<file path="src/logic/mcr_pkg.sv">
// Purpose: Shared constants for the channel message receiver.
// Assumes: 25 MHz system clock, 31250 baud serial input, 8N1 framing.
// Notes:   Register offsets are byte addresses on the 32-bit bus.
package mcr_pkg;
  localparam int unsigned CLK_HZ       = 25_000_000;
  localparam int unsigned BAUD_HZ      = 31_250;
  localparam int unsigned BIT_CYCLES   = CLK_HZ / BAUD_HZ;
  localparam int unsigned SENSE_MS     = 420;
  localparam int unsigned SENSE_CYCLES = (CLK_HZ / 1000) * SENSE_MS;
  localparam int unsigned NPARTS       = 3;

  // Status nibbles and single status bytes.
  localparam logic [3:0] ST_CC    = 4'hB;
  localparam logic [3:0] ST_PROG  = 4'hC;
  localparam logic [3:0] ST_PRESS = 4'hD;
  localparam logic [3:0] ST_BEND  = 4'hE;
  localparam logic [7:0] BYTE_SYS = 8'hF0;
  localparam logic [7:0] BYTE_RT  = 8'hF8;
  localparam logic [7:0] BYTE_SENSE = 8'hFE;

  // Controller numbers.
  localparam logic [6:0] CC_MOD       = 7'h01;
  localparam logic [6:0] CC_DATA_MSB  = 7'h06;
  localparam logic [6:0] CC_DATA_LSB  = 7'h26;
  localparam logic [6:0] CC_HOLD      = 7'h40;
  localparam logic [6:0] CC_BRAKE     = 7'h51;
  localparam logic [6:0] CC_RPN_LSB   = 7'h64;
  localparam logic [6:0] CC_RPN_MSB   = 7'h65;
  localparam logic [6:0] CC_SOUND_OFF = 7'h78;
  localparam logic [6:0] CC_RESET_CTL = 7'h79;
  localparam logic [6:0] CC_NOTES_OFF = 7'h7B;

  // Values and limits.
  localparam logic [6:0]  VAL_HALF     = 7'h40;
  localparam logic [6:0]  VAL_ZERO     = 7'h00;
  localparam logic [6:0]  RPN_NULL     = 7'h7F;
  localparam logic [6:0]  RPN_BEND_RNG = 7'h00;
  localparam logic [6:0]  RPN_FINE     = 7'h01;
  localparam logic [6:0]  RPN_COARSE   = 7'h02;
  localparam logic [6:0]  RANGE_MAX    = 7'h18;
  localparam logic [4:0]  RANGE_RESET  = 5'h02;
  localparam logic [13:0] FINE_MIN     = 14'h1000;
  localparam logic [13:0] FINE_CENTER  = 14'h2000;
  localparam logic [13:0] FINE_MAX     = 14'h3000;
  localparam logic [6:0]  COARSE_MIN   = 7'h10;
  localparam logic [6:0]  COARSE_CENTER = 7'h40;
  localparam logic [6:0]  COARSE_MAX   = 7'h70;
  localparam logic [13:0] BEND_CENTER  = 14'h2000;
  localparam logic [6:0]  REG_MAX      = 7'h3F;
  localparam logic [6:0]  TONE_MAX     = 7'h07;

  // Register byte offsets.
  localparam logic [7:0] A_CFG    = 8'h00;
  localparam logic [7:0] A_ORGAN  = 8'h04;
  localparam logic [7:0] A_TUNE   = 8'h08;
  localparam logic [7:0] A_HOLD   = 8'h0C;
  localparam logic [7:0] A_PART_A = 8'h10;
  localparam logic [7:0] A_PART_B = 8'h14;
  localparam logic [7:0] A_PART_STEP = 8'h08;

  // Configuration reset: control ch 1, orchestral ch 4/5/6, both switches on.
  localparam logic [17:0] CFG_RESET = 18'h3_5430;

  typedef enum logic [1:0] {
    MCR_RX_IDLE  = 2'b00,
    MCR_RX_START = 2'b01,
    MCR_RX_DATA  = 2'b10,
    MCR_RX_STOP  = 2'b11
  } mcr_rx_e;
endpackage : mcr_pkg

</file>
<file path="src/logic/mcr_receiver.sv">
// Purpose: Serial channel message receiver with controller state and AHB-Lite registers.
// Assumes: One clock at 25 MHz; serial line idles high; zero wait state bus slave.
// Notes:   Decoded state is read over the bus; note actions leave as pulses.
`timescale 1ns/1ps

// What this block does
// - Controller 81 sets rotary brake: below 64 spin, 64 and up brake.
// - Rotary brake is taken only on the control channel setting.
// - Rotary brake never acts on orchestral tone parts.
// - Rotary brake is ignored while the general controller switch is off.
// - Controllers 101 and 100 select the parameter, in either order.
// - Data entry 6 and 38 on the selecting channel changes that parameter.
// - Parameter 0,0 sets bend range from upper byte, at most 24.
// - Parameter 0,1 sets fine tuning from 14 bits, limited 1000H to 3000H.
// - Parameter 0,2 sets coarse tuning from upper byte, limited 10H to 70H.
// - Bend range and tuning parameters never act on the organ part.
// - Null selection makes later data entry change nothing.
// - Program change on the control channel recalls registrations 0 to 63.
// - Program change on an orchestral channel selects tones 0 to 7.
// - Program changes are ignored while the program change switch is off.
// - Channel pressure is taken only for orchestral tone parts.
// - Pitch bend is a 14-bit value, taken only for orchestral parts.
// - Controller 120 value 0 silences every note on that channel.
// - Controller 121 value 0 centres bend, zeroes modulation, releases hold.
// - Controller 123 value 0 releases notes, deferred while hold is on.
// - After FEH, a gap over 420 ms silences and releases all, resets bend, modulation and hold, and stops monitoring.
// - Controller 64 is the hold: below 64 off, 64 and up on.
module mcr_receiver #(
  parameter int unsigned SENSE_TIMEOUT = mcr_pkg::SENSE_CYCLES,
  parameter int unsigned BIT_TIME      = mcr_pkg::BIT_CYCLES
) (
  input  wire logic        ref_clk_in,
  input  wire logic        srst_in,
  input  wire logic        midi_rx_in,
  input  wire logic        hsel_in,
  input  wire logic [31:0] haddr_in,
  input  wire logic [1:0]  htrans_in,
  input  wire logic        hwrite_in,
  input  wire logic [2:0]  hsize_in,
  input  wire logic [31:0] hwdata_in,
  input  wire logic        hready_in,
  output logic             hreadyout_out,
  output logic             hresp_out,
  output logic [31:0]      hrdata_out,
  output logic             rotary_brake_out,
  output logic [5:0]       registration_out,
  output logic             registration_load_out,
  output logic             silence_out,
  output logic             release_out,
  output logic             evt_all_out,
  output logic [3:0]       evt_chan_out,
  output logic             sensing_out
);
  import mcr_pkg::*;

  localparam int unsigned BW = $clog2(BIT_TIME);
  localparam int unsigned SW = $clog2(SENSE_TIMEOUT + 1);
  localparam logic [BW-1:0] BIT_LAST  = BW'(BIT_TIME - 1);
  localparam logic [BW-1:0] HALF_LAST = BW'(BIT_TIME / 2 - 1);
  localparam logic [SW-1:0] SENSE_LAST = SW'(SENSE_TIMEOUT - 1);

  // ---------------- Serial receive ----------------
  logic          rx_meta;
  logic          rx_sync;
  mcr_rx_e       rx_state;
  logic [BW-1:0] baud_cnt;
  logic [2:0]    bit_idx;
  logic [7:0]    shift;
  logic          byte_valid;
  logic [7:0]    byte_data;
  logic          baud_tick;

  always_ff @(posedge ref_clk_in) begin
    rx_meta <= midi_rx_in;
    rx_sync <= rx_meta;
  end

  assign baud_tick = (baud_cnt == '0);

  // Start bit is checked at mid bit, so a glitch on the line is not taken as a byte.
  always_ff @(posedge ref_clk_in) begin
    byte_valid <= 1'b0;
    if (srst_in) begin
      rx_state  <= MCR_RX_IDLE;
      baud_cnt  <= '0;
      bit_idx   <= 3'h0;
      shift     <= 8'h00;
      byte_data <= 8'h00;
    end else begin
      if (!baud_tick) begin
        baud_cnt <= baud_cnt - 1'b1;
      end
      unique case (rx_state)
        MCR_RX_IDLE: begin
          if (!rx_sync) begin
            rx_state <= MCR_RX_START;
            baud_cnt <= HALF_LAST;
          end
        end
        MCR_RX_START: begin
          if (baud_tick) begin
            rx_state <= rx_sync ? MCR_RX_IDLE : MCR_RX_DATA;
            baud_cnt <= BIT_LAST;
            bit_idx  <= 3'h0;
          end
        end
        MCR_RX_DATA: begin
          if (baud_tick) begin
            shift    <= {rx_sync, shift[7:1]};
            baud_cnt <= BIT_LAST;
            bit_idx  <= bit_idx + 1'b1;
            if (bit_idx == 3'h7) begin
              rx_state <= MCR_RX_STOP;
            end
          end
        end
        MCR_RX_STOP: begin
          if (baud_tick) begin
            rx_state <= MCR_RX_IDLE;
            if (rx_sync) begin
              byte_valid <= 1'b1;
              byte_data  <= shift;
            end
          end
        end
      endcase
    end
  end

  // ---------------- Message assembly ----------------
  logic [7:0] run_status;
  logic [6:0] first_data;
  logic       have_first;
  logic       msg_valid;
  logic [3:0] msg_kind;
  logic [3:0] msg_chan;
  logic [6:0] msg_d1;
  logic [6:0] msg_d2;
  logic       two_data;

  assign two_data = (run_status[7:4] != ST_PROG) && (run_status[7:4] != ST_PRESS);

  // Running status is kept; realtime bytes pass through without disturbing it.
  always_ff @(posedge ref_clk_in) begin
    msg_valid <= 1'b0;
    if (srst_in) begin
      run_status <= 8'h00;
      first_data <= VAL_ZERO;
      have_first <= 1'b0;
      msg_kind   <= 4'h0;
      msg_chan   <= 4'h0;
      msg_d1     <= VAL_ZERO;
      msg_d2     <= VAL_ZERO;
    end else if (byte_valid) begin
      if (byte_data[7]) begin
        if (byte_data < BYTE_RT) begin
          run_status <= (byte_data >= BYTE_SYS) ? 8'h00 : byte_data;
          have_first <= 1'b0;
        end
      end else if (run_status[7]) begin
        if (two_data && !have_first) begin
          first_data <= byte_data[6:0];
          have_first <= 1'b1;
        end else begin
          msg_valid  <= 1'b1;
          msg_kind   <= run_status[7:4];
          msg_chan   <= run_status[3:0];
          msg_d1     <= two_data ? first_data : byte_data[6:0];
          msg_d2     <= byte_data[6:0];
          have_first <= 1'b0;
        end
      end
    end
  end

  // ---------------- Configuration and decode ----------------
  logic [17:0] cfg;
  logic [3:0]  control_channel_setting;
  logic [3:0]  orchestral_channel_setting [NPARTS];
  logic        general_controller_rx_switch;
  logic        program_change_rx_switch;
  logic        is_cc;
  logic        on_ctl_ch;
  logic [NPARTS-1:0] part_hit;
  logic        on_orch;
  logic        sense_timeout;

  assign control_channel_setting      = cfg[3:0];
  assign general_controller_rx_switch = cfg[16];
  assign program_change_rx_switch     = cfg[17];
  assign is_cc     = msg_valid && (msg_kind == ST_CC);
  assign on_ctl_ch = (msg_chan == control_channel_setting);

  for (genvar p = 0; p < NPARTS; p++) begin : g_part_hit
    assign orchestral_channel_setting[p] = cfg[4*p+7 -: 4];
    assign part_hit[p] = (msg_chan == orchestral_channel_setting[p]);
  end
  assign on_orch = |part_hit;

  // ---------------- Organ controls and registrations ----------------
  always_ff @(posedge ref_clk_in) begin
    registration_load_out <= 1'b0;
    if (srst_in) begin
      rotary_brake_out <= 1'b0;
      registration_out <= 6'h00;
    end else begin
      if (is_cc && msg_d1 == CC_BRAKE && on_ctl_ch && !on_orch
          && general_controller_rx_switch) begin
        rotary_brake_out <= (msg_d2 >= VAL_HALF);
      end
      if (msg_valid && msg_kind == ST_PROG && on_ctl_ch && program_change_rx_switch
          && msg_d1 <= REG_MAX) begin
        registration_out      <= msg_d1[5:0];
        registration_load_out <= 1'b1;
      end
    end
  end

  // ---------------- Parameter selection and tuning ----------------
  logic [6:0]  rpn_msb;
  logic [6:0]  rpn_lsb;
  logic [3:0]  rpn_chan;
  logic        rpn_null;
  logic        entry_msb;
  logic        entry_lsb;
  logic [13:0] fine_tune;
  logic [6:0]  coarse_tune;
  logic [13:0] next_fine;

  assign rpn_null  = (rpn_msb == RPN_NULL) && (rpn_lsb == RPN_NULL);
  // data entry only on the selecting channel and not after null
  assign entry_msb = is_cc && msg_d1 == CC_DATA_MSB && msg_chan == rpn_chan && !rpn_null;
  assign entry_lsb = is_cc && msg_d1 == CC_DATA_LSB && msg_chan == rpn_chan && !rpn_null;

  always_comb begin
    next_fine = entry_msb ? {msg_d2, fine_tune[6:0]} : {fine_tune[13:7], msg_d2};
    if (next_fine < FINE_MIN) begin
      next_fine = FINE_MIN;
    end else if (next_fine > FINE_MAX) begin
      next_fine = FINE_MAX;
    end
  end

  always_ff @(posedge ref_clk_in) begin
    if (srst_in) begin
      rpn_msb <= RPN_NULL;
      rpn_lsb <= RPN_NULL;
      rpn_chan <= 4'h0;
    end else if (is_cc) begin
      if (msg_d1 == CC_RPN_MSB) begin
        rpn_msb  <= msg_d2;
        rpn_chan <= msg_chan;
      end else if (msg_d1 == CC_RPN_LSB) begin
        rpn_lsb  <= msg_d2;
        rpn_chan <= msg_chan;
      end
    end
  end

  always_ff @(posedge ref_clk_in) begin
    if (srst_in) begin
      fine_tune   <= FINE_CENTER;
      coarse_tune <= COARSE_CENTER;
    end else if (on_orch && rpn_msb == RPN_BEND_RNG) begin
      if ((entry_msb || entry_lsb) && rpn_lsb == RPN_FINE) begin
        fine_tune <= next_fine;
      end
      // coarse tuning from upper byte, clamped
      if (entry_msb && rpn_lsb == RPN_COARSE) begin
        coarse_tune <= (msg_d2 < COARSE_MIN) ? COARSE_MIN :
                       (msg_d2 > COARSE_MAX) ? COARSE_MAX : msg_d2;
      end
    end
  end

  // ---------------- Orchestral part state ----------------
  logic [13:0] bend     [NPARTS];
  logic [4:0]  bend_rng [NPARTS];
  logic [2:0]  tone     [NPARTS];
  logic [6:0]  pressure [NPARTS];
  logic [6:0]  modul    [NPARTS];
  logic        ctl_reset;

  assign ctl_reset = is_cc && msg_d1 == CC_RESET_CTL && msg_d2 == VAL_ZERO;

  for (genvar p = 0; p < NPARTS; p++) begin : g_part
    always_ff @(posedge ref_clk_in) begin
      if (srst_in) begin
        bend[p]     <= BEND_CENTER;
        bend_rng[p] <= RANGE_RESET;
        tone[p]     <= 3'h0;
        pressure[p] <= VAL_ZERO;
        modul[p]    <= VAL_ZERO;
      end else if (sense_timeout) begin
        bend[p]  <= BEND_CENTER;
        modul[p] <= VAL_ZERO;
      end else if (msg_valid && part_hit[p]) begin
        // bend from two 7-bit bytes, low byte first
        if (msg_kind == ST_BEND) begin
          bend[p] <= {msg_d2, msg_d1};
        end
        if (msg_kind == ST_PRESS) begin
          pressure[p] <= msg_d1;
        end
        if (msg_kind == ST_PROG && program_change_rx_switch && msg_d1 <= TONE_MAX) begin
          tone[p] <= msg_d1[2:0];
        end
        if (is_cc && msg_d1 == CC_MOD) begin
          modul[p] <= msg_d2;
        end
        if (ctl_reset) begin
          bend[p]  <= BEND_CENTER;
          modul[p] <= VAL_ZERO;
        end
        // bend range, clamped, low byte ignored
        if (entry_msb && rpn_msb == RPN_BEND_RNG && rpn_lsb == RPN_BEND_RNG) begin
          bend_rng[p] <= (msg_d2 > RANGE_MAX) ? RANGE_MAX[4:0] : msg_d2[4:0];
        end
      end
    end
  end

  // ---------------- Hold, note release and silencing ----------------
  logic [15:0] hold;
  logic [15:0] pend_release;
  logic        hold_msg;
  logic        notes_off;
  logic        sound_off;

  assign hold_msg  = is_cc && msg_d1 == CC_HOLD;
  assign notes_off = is_cc && msg_d1 == CC_NOTES_OFF && msg_d2 == VAL_ZERO;
  assign sound_off = is_cc && msg_d1 == CC_SOUND_OFF && msg_d2 == VAL_ZERO;

  always_ff @(posedge ref_clk_in) begin
    silence_out <= 1'b0;
    release_out <= 1'b0;
    evt_all_out <= 1'b0;
    if (srst_in) begin
      hold         <= 16'h0000;
      pend_release <= 16'h0000;
      evt_chan_out <= 4'h0;
    end else if (sense_timeout) begin
      // all-channel sound off, notes off, controllers reset
      hold         <= 16'h0000;
      pend_release <= 16'h0000;
      silence_out  <= 1'b1;
      release_out  <= 1'b1;
      evt_all_out  <= 1'b1;
    end else if (msg_valid) begin
      evt_chan_out <= msg_chan;
      if (sound_off) begin
        silence_out            <= 1'b1;
        pend_release[msg_chan] <= 1'b0;
      end else if (hold_msg || ctl_reset) begin
        hold[msg_chan] <= hold_msg && (msg_d2 >= VAL_HALF);
        if (!(hold_msg && msg_d2 >= VAL_HALF) && pend_release[msg_chan]) begin
          release_out            <= 1'b1;
          pend_release[msg_chan] <= 1'b0;
        end
      // release now, or defer while held
      end else if (notes_off) begin
        if (hold[msg_chan]) begin
          pend_release[msg_chan] <= 1'b1;
        end else begin
          release_out <= 1'b1;
        end
      end
    end
  end

  // ---------------- Active sensing supervisor ----------------
  logic [SW-1:0] sense_cnt;

  assign sense_timeout = sensing_out && (sense_cnt == SENSE_LAST) && !byte_valid;

  // Any received byte counts as traffic, so a long message never trips the timer.
  always_ff @(posedge ref_clk_in) begin
    if (srst_in) begin
      sensing_out <= 1'b0;
      sense_cnt   <= '0;
    end else if (byte_valid) begin
      sense_cnt <= '0;
      if (byte_data == BYTE_SENSE) begin
        sensing_out <= 1'b1;
      end
    end else if (sense_timeout) begin
      sensing_out <= 1'b0;
      sense_cnt   <= '0;
    end else if (sensing_out) begin
      sense_cnt <= sense_cnt + 1'b1;
    end
  end

  // ---------------- AHB-Lite slave ----------------
  logic       wr_pend;
  logic [7:0] wr_addr;
  logic       addr_take;
  logic [31:0] read_mux;
  logic [7:0]  ra;

  assign hreadyout_out = 1'b1;
  assign hresp_out     = 1'b0;
  assign addr_take     = hsel_in && hready_in && htrans_in[1];
  assign ra            = haddr_in[7:0];

  always_comb begin
    read_mux = 32'h0000_0000;
    if (ra == A_CFG) begin
      read_mux = {14'h0000, cfg};
    end else if (ra == A_ORGAN) begin
      read_mux = {16'h0000, 1'b0, sensing_out, registration_out, 7'h00, rotary_brake_out};
    end else if (ra == A_TUNE) begin
      read_mux = {9'h000, coarse_tune, 2'h0, fine_tune};
    end else if (ra == A_HOLD) begin
      read_mux = {pend_release, hold};
    end
    for (int p = 0; p < NPARTS; p++) begin
      if (ra == A_PART_A + 8'(p) * A_PART_STEP) begin
        read_mux = {5'h00, tone[p], 3'h0, bend_rng[p], 2'h0, bend[p]};
      end else if (ra == A_PART_B + 8'(p) * A_PART_STEP) begin
        read_mux = {17'h00000, modul[p], 1'b0, pressure[p]};
      end
    end
  end

  // Read data is captured at the address phase, so the slave never inserts waits.
  always_ff @(posedge ref_clk_in) begin
    if (srst_in) begin
      hrdata_out <= 32'h0000_0000;
      wr_pend    <= 1'b0;
      wr_addr    <= 8'h00;
    end else begin
      wr_pend <= addr_take && hwrite_in;
      wr_addr <= ra;
      if (addr_take && !hwrite_in) begin
        hrdata_out <= read_mux;
      end
    end
  end

  always_ff @(posedge ref_clk_in) begin
    if (srst_in) begin
      cfg <= CFG_RESET;
    end else if (wr_pend && wr_addr == A_CFG) begin
      cfg <= hwdata_in[17:0];
    end
  end
endmodule : mcr_receiver

</file>
<file path="config.mk">
export PLATFORM = sky130hd
export DESIGN_NAME = mcr_receiver
export DESIGN_NICKNAME = d
export VERILOG_FILES = /design/src/logic/mcr_pkg.sv /design/src/logic/mcr_receiver.sv
export SDC_FILE = /design/constraint.sdc
export NUM_CORES = 1
export LEC_CHECK = 0
export BUFFER_PORTS_ARGS = -buffer_cell sky130_fd_sc_hd__buf_2
export CORE_MARGIN = 4
export CORE_UTILIZATION = 45
export DETAILED_ROUTE_END_ITERATION = 6
export GPL_TIMING_DRIVEN = 0
export HOLD_SLACK_MARGIN = 0.03
export SYNTH_ARGS = -nofsm -noshare
export SYNTH_HDL_FRONTEND = slang
export SYNTH_SLANG_ARGS = --single-unit
</file>
<file path="constraint.sdc">
create_clock -name ref_clk_in -period 8.47 [get_ports ref_clk_in]
set_clock_uncertainty 0.2 [all_clocks]
set_input_delay 1.2705 -clock ref_clk_in [delete_from_list [all_inputs] [get_ports ref_clk_in]]
set_output_delay 1.2705 -clock ref_clk_in [all_outputs]
set_load 0.02 [all_outputs]
</file>
* Word-level counts from Yosys, hierarchy flattened
Memories as Yosys holds them, arrays and structs flattened. Index checks and enable logic that the tools add are counted.
Word-level totals: input bits 75, memories kept 5, RAM bits 108, register bits 243, bits in latches 0, bits in read-only memories 0, output and inout port bits 50, word-level logic and storage cells 409
Operators by class: shift-type cells 0, add/subtract/negate cells 3, bitwise logic cells 39, reduce and logical (&&, ||, !) cells 90, $mul 0, equal/unequal tests 48, $lt $le $gt $ge 12, divide/modulo/power cells 0, multiplexer cells 176
Memories:
- bend | words 3, width 14, read ports 3, clocked after memory_dff 0, write ports 3, line mcr_receiver.sv:277 | logic [13:0] bend [NPARTS];
- modul | words 3, width 7, read ports 3, clocked after memory_dff 0, write ports 3, line mcr_receiver.sv:281 | logic [6:0] modul [NPARTS];
- pressure | words 3, width 7, read ports 3, clocked after memory_dff 0, write ports 3, line mcr_receiver.sv:280 | logic [6:0] pressure [NPARTS];
- bend_rng | words 3, width 5, read ports 3, clocked after memory_dff 0, write ports 3, line mcr_receiver.sv:278 | logic [4:0] bend_rng [NPARTS];
- tone | words 3, width 3, read ports 3, clocked after memory_dff 0, write ports 3, line mcr_receiver.sv:279 | logic [2:0] tone [NPARTS];
Operators with widths (count):
- $mux 32 | 10
- $mux 14 | 12
- $mux 1 | 106
- $mux 7 | 15
- $mux 16 | 5
- $eq 7x7->1 const B | 9
- $logic_and 1x1->1 | 46
- $eq 8x5->1 const B | 4
- $mux 10 | 3
- $or 1x1->1 | 27
- $add 24x1->24 const B | 1
- $eq 24x24->1 const B | 1
- $logic_not 7->1 | 3
- $eq 4x4->1 | 5
- $mux 5 | 4
- $pmux 10 s2 | 1
- $reduce_and 3->1 | 6
- $and 16x16->16 | 1
- $bwmux 16 | 1
- $eq 4x4->1 const B | 4
- $eq 8x4->1 const B | 2
- $eq 8x6->1 const B | 2
- $logic_not 8->1 | 2
- $not 16->16 | 1
- 49 further kinds | 97

* Longest topological paths before layout
Gate-level depths: netlist (run 1).
depth after elaboration 13, gate-level depth with buffers 12, mapped depth without buffers 10

* Least setup slack after synthesis (run 1)
Ideal clock, no wire load.
kind input port to flip-flop, start point input haddr_in[4], end point register hrdata_out[5], arrival time 3.256 ns, path slack 4.944 ns, library setup time 0.070 ns, data required time 8.200 ns, stages 9, buffers on the path 3, cell sequence clkbuf_1 -> or4b_2 -> clkbuf_1 -> nor2_1 -> clkbuf_1 -> o21ai_0 -> nand3b_1 -> o211ai_1 -> a21oi_1
Between the ends: longest elaborated chain between the ends 11, elaborated cells on any way between the ends 20, those cells by class 9 x eq/ne; 10 x mux; 1 x reduce/logical
RTL lines:
- from (decl) | line mcr_receiver.sv:36 | input wire logic [31:0] haddr_in,
- $eq 8x4->1 | line mcr_receiver.sv:414 | end else if (ra == A_HOLD) begin
- $mux 32 | line mcr_receiver.sv:414
- $mux 32 | line mcr_receiver.sv:412 | end else if (ra == A_TUNE) begin
- $mux 32 | line mcr_receiver.sv:410 | end else if (ra == A_ORGAN) begin
- $mux 32 | line mcr_receiver.sv:408 | if (ra == A_CFG) begin
- $mux 32 | line mcr_receiver.sv:420 | end else if (ra == A_PART_B + 8'(p) * A_PART_STEP) begin
- $mux 32 | line mcr_receiver.sv:418 | if (ra == A_PART_A + 8'(p) * A_PART_STEP) begin
- $mux 32 | line mcr_receiver.sv:420
- $mux 32 | line mcr_receiver.sv:418
- $mux 32 | line mcr_receiver.sv:420
- $mux 32 * | line mcr_receiver.sv:418
- to (signal assigned) | line mcr_receiver.sv:436 | hrdata_out <= read_mux;
- to (decl) | line mcr_receiver.sv:44 | output logic [31:0] hrdata_out,
Every way passes the cells marked *; elsewhere a longest branch is shown, timed or not. A chain may end at the register's enable or synchronous reset.

* Worst setup path in the final report (run 1)
start point input haddr_in[4], end point register hrdata_out[14]
Same word-level chain as after synthesis.

==> results of run 1 <==
==> kinds of logic (layout without fill, tap and decap cells) <==
logic type	Yosys count	after routing
other	2	2
adder cells (fa/ha/maj)	10	10
AND/OR/NAND/NOR	694	694
multiplexers	102	102
buffers and inverters	141	294
AO/OA/AOI/OAI	369	369
XOR/XNOR	47	47
flip-flops	351	351
==> synth_stat cells (5+ instances only) <==
library cell / n / share of area, %
dfxtp_1: 243 / 30
nor2_1: 196 / 4.6
nand2_1: 172 / 4.0
a21oi_1: 113 / 3.5
edfxtp_1: 108 / 20
clkbuf_1: 97 / 2.3
mux2i_1: 90 / 5.6
and2_1: 80 / 3.1
o21ai_0: 65 / 2.0
nand3_1: 60 / 1.9
nor3_1: 40 / 1.2
a211oi_1: 33 / 1.5
a31oi_1: 31 / 1.2
a22oi_1: 28 / 1.3
xor2_1: 24 / 1.3
xnor2_1: 23 / 1.3
a22o_1: 21 / 1.1
nor2b_1: 20 / 0.78
nand4_1: 18 / 0.70
nor4_1: 17 / 0.66
inv_1: 16 / 0.37
and3_1: 15 / 0.58
or3_1: 13 / 0.51
buf_2: 12 / 0.37
a221oi_1: 10 / 0.54
ha_1: 10 / 0.78
nand2b_1: 10 / 0.39
buf_1: 9 / 0.21
o211ai_1: 9 / 0.42
o22ai_1: 9 / 0.35
mux2_2: 8 / 0.56
nand4b_1: 8 / 0.44
or2_2: 8 / 0.31
or4_1: 7 / 0.33
a21o_1: 6 / 0.28
nor4b_1: 6 / 0.33
and4_1: 5 / 0.27
nand3b_1: 5 / 0.23
o211a_1: 5 / 0.31
o2bb2ai_1: 5 / 0.27
==> flip-flops by register name, summed over array words and instances, names as in the netlist, 6 cells and up, named ones only <==
register,flops
fine_tune,14
pressure,21
tone,9
cfg,18
shift,8
bend,42
rpn_msb,7
baud_cnt,10
run_status,8
byte_data,8
modul,21
first_data,7
bend_rng,15
coarse_tune,7
wr_addr,8
sense_cnt,24
hold,16
rpn_lsb,7
registration_out,6
msg_d1,7
hrdata_out,32
msg_d2,7
==> how the worst max path moves through the flow <==
stage,cells after the start,to
final,7,hrdata_out[14]
after global routing,8,hrdata_out[14]
after CTS,7,hrdata_out[14]
after detailed placement,7,hrdata_out[14]
after global placement,7,hrdata_out[14]
after floorplan,9,hrdata_out[5]
==> critical path, stage by stage <==
cell	delay [ns]
clkbuf_1	0.21
or4_1	0.65
nor3_1	0.88
clkbuf_1	0.54
a32oi_1	0.23
o221ai_1	0.45
o211a_1	0.21
==> cells in the final DEF, fill, tap and decap left out, types with 10 or more instances in the layout <==
cell type	Yosys	layout
a211oi_1	33	33
a21oi_1	113	113
a221oi_1	10	10
a22o_1	21	21
a22oi_1	28	28
a31oi_1	31	31
and2_1	80	80
and3_1	15	15
buf_2	12	90
clkbuf_1	97	109
clkbuf_16	0	41
dfxtp_1	243	243
edfxtp_1	108	108
ha_1	10	10
inv_1	16	16
mux2i_1	90	90
nand2_1	172	172
nand2b_1	10	10
nand3_1	60	60
nand4_1	18	18
nor2_1	196	196
nor2b_1	20	20
nor3_1	40	40
nor4_1	17	17
o21ai_0	65	61
or3_1	13	13
xnor2_1	23	23
xor2_1	24	24
==> final cells by class <==
class | count | area (um2)
Buffer | 123 | 503
Fill cell | 3270 | 16500
Tap cell | 455 | 569
Inverter | 18 | 67.6
Clock buffer | 56 | 1110
Clock inverter | 17 | 194
Timing Repair Buffer | 80 | 413
Multi-Input combinational cell | 1224 | 7410
Sequential cell | 351 | 8110
==> metal layers <==
layer / vias to the layer above / track usage, %
li1: 6452 / -
met1: 6594 / 39.6
met2: 648 / 41.3
met3: 135 / 4.91
met4: 0 / 12.2
met5: - / 0
==> power groups by stage <==
stage,clock network [W],logic (W),registers (W)
after CTS,0.00176,0.000329,0.00181
final,0.00174,0.000331,0.00181
after detailed placement,0,0.000327,0.00185
after global placement,0,0.000321,0.00184
after global routing,0.00184,0.000370,0.00181
after floorplan,0,0.000231,0.00184
==> through the flow <==
stage / area (um2) / hold slack (ns) / power, W / worst slack [ns]
6_report: 18400 / 0.126 / 0.00388 / 4.33
5_1_grt: 18400 / 0.132 / 0.00402 / 4.31
4_1_cts: 18400 / 0.130 / 0.00390 / 4.48
3_5_place_dp: 17100 / 0.117 / 0.00217 / 3.92
3_3_place_gp: 17000 / 0.115 / 0.00217 / 3.93
2_1_floorplan: 16100 / 0.110 / 0.00207 / 4.94
==> flow_summary.yaml, run 1 <==
drt:
  via_per_inst: 5.95
  first_iter_violations: 1515
  dr.pass1.iters: 5
  wl_met3_um: 4720
  vias: 13800
  wl_um: 54600
  highest_layer: "met4"
  wl_met1_um: 23800
  antenna_left: 0
  wl_per_cell_um: 23.5
  met2_length_um: 23300
  drc: 0
clock_tree:
  tritoncts: "built"
  clkTransAtPathRegs_ns: 0.06
  cts_made_buffers: 40
  clockBufferDepth: 3
  hold_buffers: 0
  post_cts_resized: 0
  clkSinkCount: 351
  clk_latency_ns: 0.55
  post_cts_buffers: 0
  cts-root-buf: "clkbuf_16"
  cts.htree.levels: 2
critical_path:
  worstReg2RegEnd: "modul[1][2]"
  crit_type: "in2reg"
  cp-startpoint: "haddr_in[4]"
  cp.arrival_ns: 4.43
  cp.required_ns: 8.77
  rrSetupSlack_ns: 4.57
  r2r_cells: 6
  path_max_fanout: 10
  end_kind: "flip-flop"
  r2r_start: "sense_cnt[15]"
  start_kind: "input pin"
hold_path:
  hold_end: "rx_sync"
  hold_start: "rx_meta"
  hold_depth: 0
  hold_class: "reg2reg"
floorplanning:
  pin_count: 125
  row_count: 68
  die_x_um: 197
  core_area_um2: 34900
  die_area_um2: 38800
  start_util_pct: 46.1
  die_h_um: 197
timing:
  max_freq_ghz: 0.242
  tightest_slew_ns: 1.45
  period_share_pct: 48.8
  grt_setup_unrepaired: "no"
  maxSlewHeadroom_pct: 2.71
  setup_tns_ns: 0
  min_period_ns: 4.14
  hold_viol_final: 0
  report.final.slew_viol_count: 0
  setup_viol: 0
synth:
  synth_nets: 1801
  synthCells: 1716
  ys_ff_latch: 351
  synth_simple_gate_area_share_pct: 21.2
  synth_top_family_by_area: "simple AND/OR/NAND/NOR gates"
  synth-xor-area-share_pct: 2.56
  muxShareOfSynthArea_pct: 6.72
  ys.flop_type: "dfxtp_1"
  ys_types: 71
  synth-edff-count: 108
  yosys_warnings: 0
  syn_avg_cell_area_um2: 9.37
  async_flop_share_pct: 0
  ys_seq_area_share_pct: 50.4
  synth_compound_area_share_pct: 14.8
  synth_adder_area_share_pct: 0.778
  synth_area_um2: 16100
pwr:
  switchingPower_w: 0.000941
  max-vdd-ir-drop_v: 0.000199
  comb_power_share_pct: 8.5
  clockPowerShare_pct: 44.8
  seqPwrFrac_pct: 46.6
  p_sw_share_pct: 24.2
  power_per_cell_area_nw_per_um2: 211
  p_int_w: 0.00294
  p_leak_nw: 6.86
grt:
  grt_overflow: 0
  grt_pass1_vias: 13000
  grt_pass1_wl_um: 82100
  antenna_found_initial: 0
  track_usage_pct: 27.7
  grt_max_degree: 15
finish:
  nets: 1923
  final_core_utilization_pct: 52.7
  drive_gt1_share_pct: 9.95
  syn_to_final_growth_pct: 14.3
  diodes: 0
  final_cells: 2324
outcome:
  status: "finished, final reports clean"
placement:
  io_buffers: 78
  placedCellCount: 2251
  gp_congestion: 1.06
  dpl.hpwl_um: 41100
run:
  drv_cap: 0
No activity file was read; power rests on OpenSTA's default activity.
==> inputs of run 2 (changes only) <==
- clock period: 8.47 -> 4.1 ns (I/O delays scaled with it)
==> run 2 against run 1 <==
Sequential share of layout area barely moved. Die area is the same. Core utilization is essentially flat. First-iteration DRC count up 0.66%. Critical path depth fell by 1. Combinational power up 110%. Count of clock-buffer cells in the layout unchanged. Hold slack worse by 0.046 ns. Cell area is essentially flat. Final cell count barely moved.
==> flow_summary.yaml, run 2 (synthesis results as in run 1) <==
finish:
  multiInputGateArea_um2: 7410
  final_common_cell: "dfxtp_1"
  top_regs: "bend x42, hrdata_out x32, sense_cnt x24"
  syn_to_final_growth_pct: 14.3
  top_register: "bend"
  fill_cells: 3269
  drive_gt1_share_pct: 9.95
  nets: 1924
  largest_reg_flops: 42
  seqCellArea_um2: 8110
  diodes: 0
  layout_common_cells: "dfxtp_1, nor2_1, nand2_1"
timing:
  tightest_slew_ns: 1.42
  min_period_ns: 3.90
  hold_viol_final: 0
  setup_tns_ns: 0
  grt_setup_unrepaired: "no"
  report.final.slew_viol_count: 0
  setup_viol: 0
  period_share_pct: 95.0
  max_freq_ghz: 0.257
  maxSlewHeadroom_pct: 4.62
  fin_ws_ns: 0.204
critical_path:
  rrSetupSlack_ns: 0.20
  crit_type: "reg2reg"
  start_kind: "flip-flop"
  path_max_fanout: 10
  cp.arrival_ns: 3.86
  r2r_cells: 6
  r2r_start: "sense_cnt[15]"
  end_kind: "flip-flop"
  worstReg2RegEnd: "modul[1][2]"
  cp.required_ns: 4.06
clock_tree:
  cts.htree.levels: 2
  cts_made_buffers: 40
  clockBufferDepth: 3
  clkTransAtPathRegs_ns: 0.06
  clkSinkCount: 351
  clk_latency_ns: 0.56
  cts-root-buf: "clkbuf_16"
  post_cts_resized: 0
  tritoncts: "built"
drt:
  vias: 13800
  wl_um: 54700
  dr.pass1.iters: 5
  first_iter_violations: 1525
  drc: 0
  via_per_inst: 5.95
  antenna_left: 0
  wl_per_cell_um: 23.5
grt:
  track_usage_pct: 27.7
  grt_pass1_vias: 13100
  grt_pass1_wl_um: 82100
  antenna_found_initial: 0
  grt_overflow: 0
  grt_max_degree: 15
placement:
  gp_congestion: 1.06
  io_buffers: 78
  place_ws_ns: 0.206
  dpl.hpwl_um: 41100
floorplanning:
  pin_count: 125
  row_count: 68
  die_x_um: 197
  die_h_um: 197
  start_util_pct: 46.1
  core_area_um2: 34900
  die_area_um2: 38800
hold_path:
  hold_depth: 3
  hold_end: "cfg[10]"
  hold_class: "in2reg"
  hold_start: "hwdata_in[10]"
pwr:
  max-vdd-ir-drop_v: 0.000410
  power_per_cell_area_nw_per_um2: 436
  total_power_w: 0.00802
  p_leak_nw: 6.86
run:
  drv_cap: 0
outcome:
  status: "finished, final reports clean"
## run 2: cell count changes in the layout (fill, tap and decap cells not counted), sizes merged
cell | before | now
dlygate4sd3 | 0 | 1
## run 2: area by class of cell
class                      count  share of cell area [%]
buffer                       123                    2.74
clock buffer                  56                    6.05
clock inverter                17                    1.05
inverter                      18                   0.367
multi-input combinational   1224                    40.3
sequential                   351                    44.1
tap                          455                    3.10
timing repair buffer          81                    2.30
## run 2: power breakdown
| group | switching (W) | internal, W | leakage (nW) |
|---|---|---|---|
| clock network | 0.00145 | 0.00215 | 0.642 |
| logic | 0.000437 | 0.000248 | 3.17 |
| registers | 0.0000654 | 0.00367 | 3.06 |
| total | 0.00195 | 0.00607 | 6.86 |
## run 2: layer usage
metal / up-vias / share of wire [%] / global-route usage (%)
met4: 0 / 4.9 / 12.2
met2: 648 / 43 / 41.4
met5: - / 0 / 0
met1: 6611 / 44 / 39.7
met3: 134 / 8.6 / 4.91
li1: 6441 / - / -
## run 2: metrics by stage
| step | util, % | hold WS [ns] | instances | cell area [um2] |
|---|---|---|---|---|
| finish | 52.7 | 0.0799 | 2325 | 18400 |
| CTS | 52.7 | 0.0670 | 2325 | 18400 |
| global placement | 48.9 | 0.115 | 2249 | 17000 |
| global route | 52.7 | 0.0860 | 2325 | 18400 |
| detailed placement | 48.9 | 0.117 | 2251 | 17100 |
| floorplan | - | 0.110 | 1716 | 16100 |
## run 2: worst max-delay path, stage by stage, from the launching register on
cell and delay [ns]:
dfxtp_1 0.35, or4_1 0.50, or4_1 0.51, nor4_1 0.78
buf_2 0.45, nor2_1 0.17, o21ai_0 0.53
## run 2: how the worst max path moves through the flow
| stage | startpoint | endpoint | cells after the start |
|---|---|---|---|
| CTS | sense_cnt[15] | modul[1][2] | 6 |
| floorplan | sense_cnt[15] | bend[0][0] | 6 |
| global placement | sense_cnt[15] | bend[2][8] | 6 |
| finish | sense_cnt[15] | modul[1][2] | 6 |
| detailed placement | sense_cnt[15] | modul[1][0] | 6 |
| global route | sense_cnt[15] | bend_rng[0][2] | 8 |
## run 2: timing repair
item / in CTS / in global routing
hold buffers: 1 / 0
buffers inserted: 0 / 0
hold endpoints to repair: 1 / 0
